<file path="config.mk">
export PLATFORM = sky130hd
export DESIGN_NAME = dmac_core
export DESIGN_NICKNAME = d
export VERILOG_FILES = /design/src/core/dmac_pkg.sv /design/src/core/dmac_gate.sv /design/src/core/dmac_core.sv
export SDC_FILE = /design/constraint.sdc
export NUM_CORES = 1
export LEC_CHECK = 0
export BUFFER_PORTS_ARGS = -buffer_cell sky130_fd_sc_hd__buf_2
export CAP_MARGIN = 0
export CORE_MARGIN = 5
export CORE_UTILIZATION = 55
export CTS_CLUSTER_DIAMETER = 120
export DETAILED_ROUTE_END_ITERATION = 10
export HOLD_SLACK_MARGIN = 0.05
export PLACE_DENSITY_LB_ADDON = 0.1
export REMOVE_ABC_BUFFERS = 1
export SLEW_MARGIN = 10
export SYNTH_ARGS = -nofsm -noshare
export SYNTH_HDL_FRONTEND = slang
export SYNTH_SLANG_ARGS = --single-unit
</file>
<file path="constraint.sdc">
create_clock -name clock -period 4.75 [get_ports clock]
set_clock_uncertainty 0.1 [all_clocks]
set_input_delay 0.2375 -clock clock [delete_from_list [all_inputs] [get_ports clock]]
set_output_delay 0.2375 -clock clock [all_outputs]
set_load 0.005 [all_outputs]
</file>
<file path="src/core/dmac_pkg.sv">
// package for the debug memory-access command interpreter
package dmac_pkg;
	localparam logic [7:0]  DMAC_OP_RD_REG  = 8'h09;
	localparam logic [7:0]  DMAC_OP_WR_PROG = 8'h0a;
	localparam logic [7:0]  DMAC_OP_RD_PROG = 8'h0b;
	localparam logic [7:0]  DMAC_OP_WR_DATA = 8'h0c;
	localparam logic [7:0]  DMAC_BLANK_BYTE = 8'hff;
	localparam logic [3:0]  DMAC_REG_HI_PAD = 4'h0;
	localparam logic [16:0] DMAC_REG_SZ_ZERO = 17'h00100;
	localparam logic [16:0] DMAC_MEM_SZ_ZERO = 17'h10000;
	localparam logic [16:0] DMAC_ONE        = 17'h00001;

	typedef enum logic [1:0] {
		DMAC_SP_REG  = 2'b00,
		DMAC_SP_PROG = 2'b01,
		DMAC_SP_DATA = 2'b10
	} dmac_space_t;

	// one memory request toward the core's memories
	typedef struct packed {
		logic        valid;
		logic        write;
		dmac_space_t space;
		logic [15:0] addr;
		logic [7:0]  wdata;
	} dmac_mreq_t;

	// one byte on the debug serial line, either direction
	typedef struct packed {
		logic       valid;
		logic [7:0] data;
	} dmac_byte_t;
endpackage : dmac_pkg

</file>
<file path="src/core/dmac_gate.sv">
// access gate: decides blanking of reads and discarding of writes
`timescale 1ns/1ps
`default_nettype none
module dmac_gate (
	// access state
	input  wire logic              debug_mode,
	input  wire logic              read_protect,
	input  wire logic              flash_unlocked,
	input  wire dmac_pkg::dmac_space_t space,
	// decisions
	output logic                   blank_read,
	output logic                   allow_write
);
	import dmac_pkg::*;
	always_comb begin
		blank_read  = !debug_mode || read_protect; // RULE_02 RULE_07
		allow_write = debug_mode && !read_protect; // RULE_05
		if (space == DMAC_SP_PROG) begin
			allow_write = allow_write && flash_unlocked; // RULE_04
		end
	end
endmodule : dmac_gate
`default_nettype wire

</file>
<file path="src/core/dmac_core.sv">
// debug memory-access command interpreter
// Operation
// [RULE_01] 09H: pad/addr-hi, addr-lo, size; returns bytes
// [RULE_02] register read blanked to FFH when locked out
// [RULE_03] 0AH: addr, size 16-bit, then data bytes
// [RULE_04] program writes dropped unless flash unlocked
// [RULE_05] writes dropped outside debug or read-protected
// [RULE_06] 0BH: addr, size 16-bit; returns bytes
// [RULE_07] program read blanked to FFH when locked out
// [RULE_08] 0CH: data address high byte first
// [RULE_09] data write then size 16-bit and data
`timescale 1ns/1ps
`default_nettype none
module dmac_core (
	// clock and reset
	input  wire logic                 clock,
	input  wire logic                 sys_rst,
	// access state, synchronous to clock
	input  wire logic                 debug_mode,
	input  wire logic                 read_protect,
	input  wire logic                 flash_unlocked,
	// command bytes from the debug serial line receiver
	input  wire dmac_pkg::dmac_byte_t rx_byte,
	// reply bytes to the debug serial line transmitter
	output dmac_pkg::dmac_byte_t      tx_byte,
	input  wire logic                 tx_ready,
	// memory port
	output dmac_pkg::dmac_mreq_t      mem_req,
	input  wire logic                 mem_rvalid,
	input  wire logic [7:0]           mem_rdata,
	// status
	output logic                      busy
);
	import dmac_pkg::*;

	typedef enum logic [2:0] {
		DMAC_IDLE    = 3'b000,
		DMAC_ADDR_HI = 3'b001,
		DMAC_ADDR_LO = 3'b010,
		DMAC_SIZE_HI = 3'b011,
		DMAC_SIZE_LO = 3'b100,
		DMAC_WDATA   = 3'b101,
		DMAC_RFETCH  = 3'b110,
		DMAC_RSEND   = 3'b111
	} dmac_state_t;

	dmac_state_t state_r;
	dmac_space_t space_r;
	logic        is_read_r;
	logic [15:0] addr_r;
	logic [16:0] count_r;
	logic [7:0]  size_hi_r;
	logic        wait_r;
	dmac_byte_t  tx_r;
	dmac_mreq_t  req_r;
	logic        blank_read;
	logic        allow_write;

	// 17-bit count: zero size means the full range
	function automatic logic [16:0] dmac_size(input logic [15:0] sz, input logic is_reg);
		if (sz == 16'h0000) begin
			dmac_size = is_reg ? DMAC_REG_SZ_ZERO : DMAC_MEM_SZ_ZERO;
		end else begin
			dmac_size = {1'b0, sz};
		end
	endfunction : dmac_size

	dmac_gate u_gate (
		.debug_mode     (debug_mode),
		.read_protect   (read_protect),
		.flash_unlocked (flash_unlocked),
		.space          (space_r),
		.blank_read     (blank_read),
		.allow_write    (allow_write)
	);

	// command parsing and sequencing
	always_ff @(posedge clock) begin
		if (sys_rst) begin
			state_r   <= DMAC_IDLE;
			space_r   <= DMAC_SP_REG;
			is_read_r <= 1'b0;
			addr_r    <= 16'h0000;
			count_r   <= 17'h00000;
			size_hi_r <= 8'h00;
		end else begin
			unique case (state_r)
				DMAC_IDLE: begin
					if (rx_byte.valid) begin
						state_r <= DMAC_ADDR_HI;
						unique case (rx_byte.data)
							DMAC_OP_RD_REG: begin
								space_r   <= DMAC_SP_REG; // RULE_01
								is_read_r <= 1'b1;
							end
							DMAC_OP_WR_PROG: begin
								space_r   <= DMAC_SP_PROG; // RULE_03
								is_read_r <= 1'b0;
							end
							DMAC_OP_RD_PROG: begin
								space_r   <= DMAC_SP_PROG; // RULE_06
								is_read_r <= 1'b1;
							end
							DMAC_OP_WR_DATA: begin
								space_r   <= DMAC_SP_DATA; // RULE_08
								is_read_r <= 1'b0;
							end
							default: state_r <= DMAC_IDLE;
						endcase
					end
				end
				DMAC_ADDR_HI: begin
					if (rx_byte.valid) begin
						// register space keeps only address bits 11:8
						if (space_r == DMAC_SP_REG) begin
							addr_r[15:8] <= {DMAC_REG_HI_PAD, rx_byte.data[3:0]}; // RULE_01
						end else begin
							addr_r[15:8] <= rx_byte.data; // RULE_08
						end
						state_r <= DMAC_ADDR_LO;
					end
				end
				DMAC_ADDR_LO: begin
					if (rx_byte.valid) begin
						addr_r[7:0] <= rx_byte.data;
						state_r     <= (space_r == DMAC_SP_REG) ? DMAC_SIZE_LO : DMAC_SIZE_HI;
						size_hi_r   <= 8'h00;
					end
				end
				DMAC_SIZE_HI: begin
					if (rx_byte.valid) begin
						size_hi_r <= rx_byte.data; // RULE_03 RULE_06 RULE_09
						state_r   <= DMAC_SIZE_LO;
					end
				end
				DMAC_SIZE_LO: begin
					if (rx_byte.valid) begin
						count_r <= dmac_size({size_hi_r, rx_byte.data}, space_r == DMAC_SP_REG);
						state_r <= is_read_r ? DMAC_RFETCH : DMAC_WDATA;
					end
				end
				DMAC_WDATA: begin
					if (rx_byte.valid) begin
						addr_r  <= addr_r + 16'h0001;
						count_r <= count_r - DMAC_ONE;
						if (count_r == DMAC_ONE) begin
							state_r <= DMAC_IDLE;
						end
					end
				end
				DMAC_RFETCH: begin
					// blanked reads skip the memory entirely
					if (blank_read || (wait_r && mem_rvalid)) begin
						state_r <= DMAC_RSEND; // RULE_02 RULE_07
					end
				end
				DMAC_RSEND: begin
					if (tx_ready) begin
						addr_r  <= addr_r + 16'h0001;
						count_r <= count_r - DMAC_ONE;
						state_r <= (count_r == DMAC_ONE) ? DMAC_IDLE : DMAC_RFETCH;
					end
				end
			endcase
		end
	end

	// memory request issue
	always_ff @(posedge clock) begin
		if (sys_rst) begin
			req_r  <= '0;
			wait_r <= 1'b0;
		end else begin
			req_r.valid <= 1'b0;
			if (state_r == DMAC_WDATA && rx_byte.valid && allow_write) begin
				req_r.valid <= 1'b1; // RULE_04 RULE_05
				req_r.write <= 1'b1;
				req_r.space <= space_r;
				req_r.addr  <= addr_r;
				req_r.wdata <= rx_byte.data;
			end else if (state_r == DMAC_RFETCH && !blank_read && !wait_r) begin
				req_r.valid <= 1'b1;
				req_r.write <= 1'b0;
				req_r.space <= space_r;
				req_r.addr  <= addr_r;
				req_r.wdata <= 8'h00;
				wait_r      <= 1'b1;
			end else if (mem_rvalid) begin
				// any strobe ends the wait, also one landing after gating blanked the fetch
				wait_r <= 1'b0;
			end
		end
	end

	// reply byte; held until the transmitter takes it
	always_ff @(posedge clock) begin
		if (sys_rst) begin
			tx_r <= '0;
		end else if (state_r == DMAC_RFETCH && blank_read) begin
			tx_r <= '{valid: 1'b1, data: DMAC_BLANK_BYTE}; // RULE_02 RULE_07
		end else if (state_r == DMAC_RFETCH && wait_r && mem_rvalid) begin
			tx_r <= '{valid: 1'b1, data: mem_rdata};
		end else if (state_r == DMAC_RSEND && tx_ready) begin
			tx_r.valid <= 1'b0;
		end
	end

	// busy also covers the cycle after an opcode is taken
	always_ff @(posedge clock) begin
		if (sys_rst) begin
			busy <= 1'b0;
		end else begin
			busy <= (state_r != DMAC_IDLE) || rx_byte.valid;
		end
	end

	assign tx_byte = tx_r;
	assign mem_req = req_r;
endmodule : dmac_core
`default_nettype wire

</file>
==> flow_summary.json <==
{
  "outcome": "complete, no violations",
  "fmax_ghz": 0.345,
  "fillers": 662,
  "final_common_cell": "nand2_1",
  "final_cell_area_um2": 4700,
  "net-switching-power_w": 0.000320,
  "cts_setup_buffers": 0,
  "min_path_type": "in -> reg",
  "total_power_w": 0.00132,
  "cpMostUsedCell": "nand2_1",
  "synth_top_cell_by_area": "dfxtp_1",
  "worst-endpoint-arrival_ns": 3.09,
  "die_w_um": 97.2,
  "async_reset_ff_share_pct": 0,
  "drive_above_1_share_pct": 15.6,
  "yosys-top-cells-area": "dfxtp_1 41%, nand2_1 8.1%, a21oi_1 7.8%",
  "netlist_area_um2": 4190,
  "max-slew-margin-rel_pct": 29.1,
  "ys_seq_area_share_pct": 41.1,
  "placed_area_um2": 4490,
  "nets": 618,
  "synthCells": 555,
  "crit_chain": "and2_1, buf_4, nand4_1, nand2_1, nand2_1, a21oi_1",
  "critical-path-max-stage-delay_ns": 0.82,
  "antenna_found_initial": 0,
  "synth_top_flop_cell": "dfxtp_1",
  "synth_cell_types": 51,
  "die_area_um2": 9460,
  "drc_errors": 0,
  "ys_warn_count": 0,
  "ant_nets": 0,
  "cts_buffers": 9,
  "dpl.hpwl_um": 7870,
  "clk_pin_slew_worst_paths_ns": 0.09,
  "coreArea_um2": 7330,
  "routed_wl_um": 11400,
  "fin_tns_setup_ns": 0,
  "placementRows": 31,
  "layout_min_cycle_time_ns": 2.90,
  "netSwitchingFraction_pct": 24.2,
  "setup_violations": 0,
  "layout_common_cells": "90 x nand2_1, 86 x dfxtp_1, 65 x a21oi_1",
  "ys_ff_latch": 86,
  "fin_crit_sh_pct": 61.0,
  "pwr-share-comb_pct": 4.4,
  "ctsRootBufferMaster": "clkbuf_8",
  "maxCapViolations": 0,
  "finalWeightedCongestion": 0.890,
  "post_cts_resized": 0,
  "area_growth_pct": 12.3,
  "p_per_area_nw_per_um2": 281,
  "required_ns": 4.94,
  "start_kind": "register",
  "ctsHtreeMaxLevel": 3,
  "die_y_um": 97.2,
  "vias": 4242,
  "cts_max_path_buffers": 2,
  "dr.pass1.iters": 5,
  "grt_pass1_vias": 3881,
  "numPortBuffers": 61,
  "worst_path_max_delay_cell": "dfxtp_1",
  "start_util_pct": 57.1,
  "synth_top_area_share_pct": 41.1,
  "holdBufCountCts": 0,
  "crit_fanout": 36,
  "overflow": 0,
  "grt_use_total_pct": 23.9,
  "rsz0062_at_grt": "no",
  "grt_pass1_wl_um": 19100,
  "worst_pin_slew_ns": 1.06,
  "wire_per_inst_um": 16.4,
  "power.internal_w": 0.00100,
  "hold_viol_final": 0,
  "synth-edff-count": 0,
  "clkPwrFrac_pct": 40.9,
  "drt-vias-per-instance": 6.10,
  "ir_worst_vdd_v": 0.000146,
  "grt_max_degree": 49,
  "finalMaxSlewViolations": 0,
  "worst_setup_path_end_kind": "register",
  "clock_latency_ns": 0.36,
  "n_antenna_cell": 0,
  "cts_tree": "done",
  "leakage_nw": 1.71,
  "drtIter0Drc": 280,
  "numClockSinks": 86,
  "pwr-share-seq_pct": 54.7,
  "ios": 62,
  "worstSetupPathType": "reg -> reg",
  "synth.avg_cell_area_um2": 7.54
}
-- per-layer routing --
layer | vias to the layer above | part of all wire, % | GRT usage, % | wire length (um)
met5 | - | 0 | 0 | 0
met1 | 1980 | 44 | 32.0 | 5050
met4 | 0 | 1.2 | 7.14 | 137
met2 | 170 | 47 | 38.4 | 5410
li1 | 2079 | - | - | -
met3 | 13 | 7.2 | 5.46 | 821
-- cell families after synthesis --
kind of cell	Yosys count	share of synthesized area, %
compound gates	160	24.0
xor+xnor	2	0.418
fa+ha+maj	3	0.897
buf+inv	50	4.54
flops	86	41.1
mux	4	1.02
simple gates	250	28.0
-- power by group through the flow --
stage               sequential, W  combinational (W)  clock (W)
global route             0.000723          0.0000628   0.000580
floorplan                0.000739          0.0000192          0
CTS                      0.000722          0.0000571   0.000547
finish                   0.000722          0.0000581   0.000539
global placement         0.000739          0.0000564          0
detailed placement       0.000739          0.0000569          0
-- critical path: cells and delay by family, from the launching register on --
kind / cells / cell delay (ns)
flops: 1 / 0.82
simple gates: 4 / 1.40
compound gates: 1 / 0.18
buf+inv: 1 / 0.34
-- sequential cells by signal (all words and copies together) (netlist names) --
name and count:
mem_req 28, count_r 17, addr_r 16, tx_byte 9, size_hi_r 8, state_r 3
space_r 2, busy 1, is_read_r 1, wait_r 1
-- worst paths after layout --
| kind | start | end | slack (ns) | depth (start not counted) |
|---|---|---|---|---|
| max | state_r[0] | mem_req[23] | 1.85 | 6 |
| min | mem_rvalid | wait_r | 0.07 | 4 |
| max reg2reg | state_r[0] | mem_req[23] | 1.85 | 6 |
| min reg2reg | mem_req[8] | mem_req[8] | 0.35 | 2 |
-- cells in the mapped netlist, types with 9 or more instances --
library cell,count
a211oi_1,12
a21oi_1,65
a22oi_1,11
a31oi_1,11
clkbuf_1,38
dfxtp_1,86
inv_1,10
nand2_1,90
nand3_1,32
nor2_1,61
nor3_1,17
nor4_1,12
o21ai_0,21
o31ai_1,9
-- cell type report --
cell class | instances | area (um^2) | area share (%)
clock buffer | 10 | 138 | 2.93
clock inverter | 6 | 68.8 | 1.46
inverter | 10 | 37.5 | 0.799
multi-input combinational | 419 | 2270 | 48.4
sequential | 86 | 1720 | 36.6
tap | 99 | 124 | 2.64
timing repair buffer | 65 | 335 | 7.14
-- per-stage QoR --
| stage | setup WS (ns) | utilization, % | hold slack, ns | instances |
|---|---|---|---|---|
| 6_report | 1.85 | 64.1 | 0.0654 | 695 |
| 5_1_grt | 1.55 | 64.1 | 0.0599 | 695 |
| 4_1_cts | 1.88 | 64.1 | 0.0508 | 695 |
| 3_5_place_dp | 1.91 | 61.3 | 0.342 | 679 |
| 3_3_place_gp | 2.01 | 61.3 | 0.336 | 679 |
| 2_1_floorplan | 2.06 | - | 0.207 | 515 |
(Power assumes the default switching activity.)
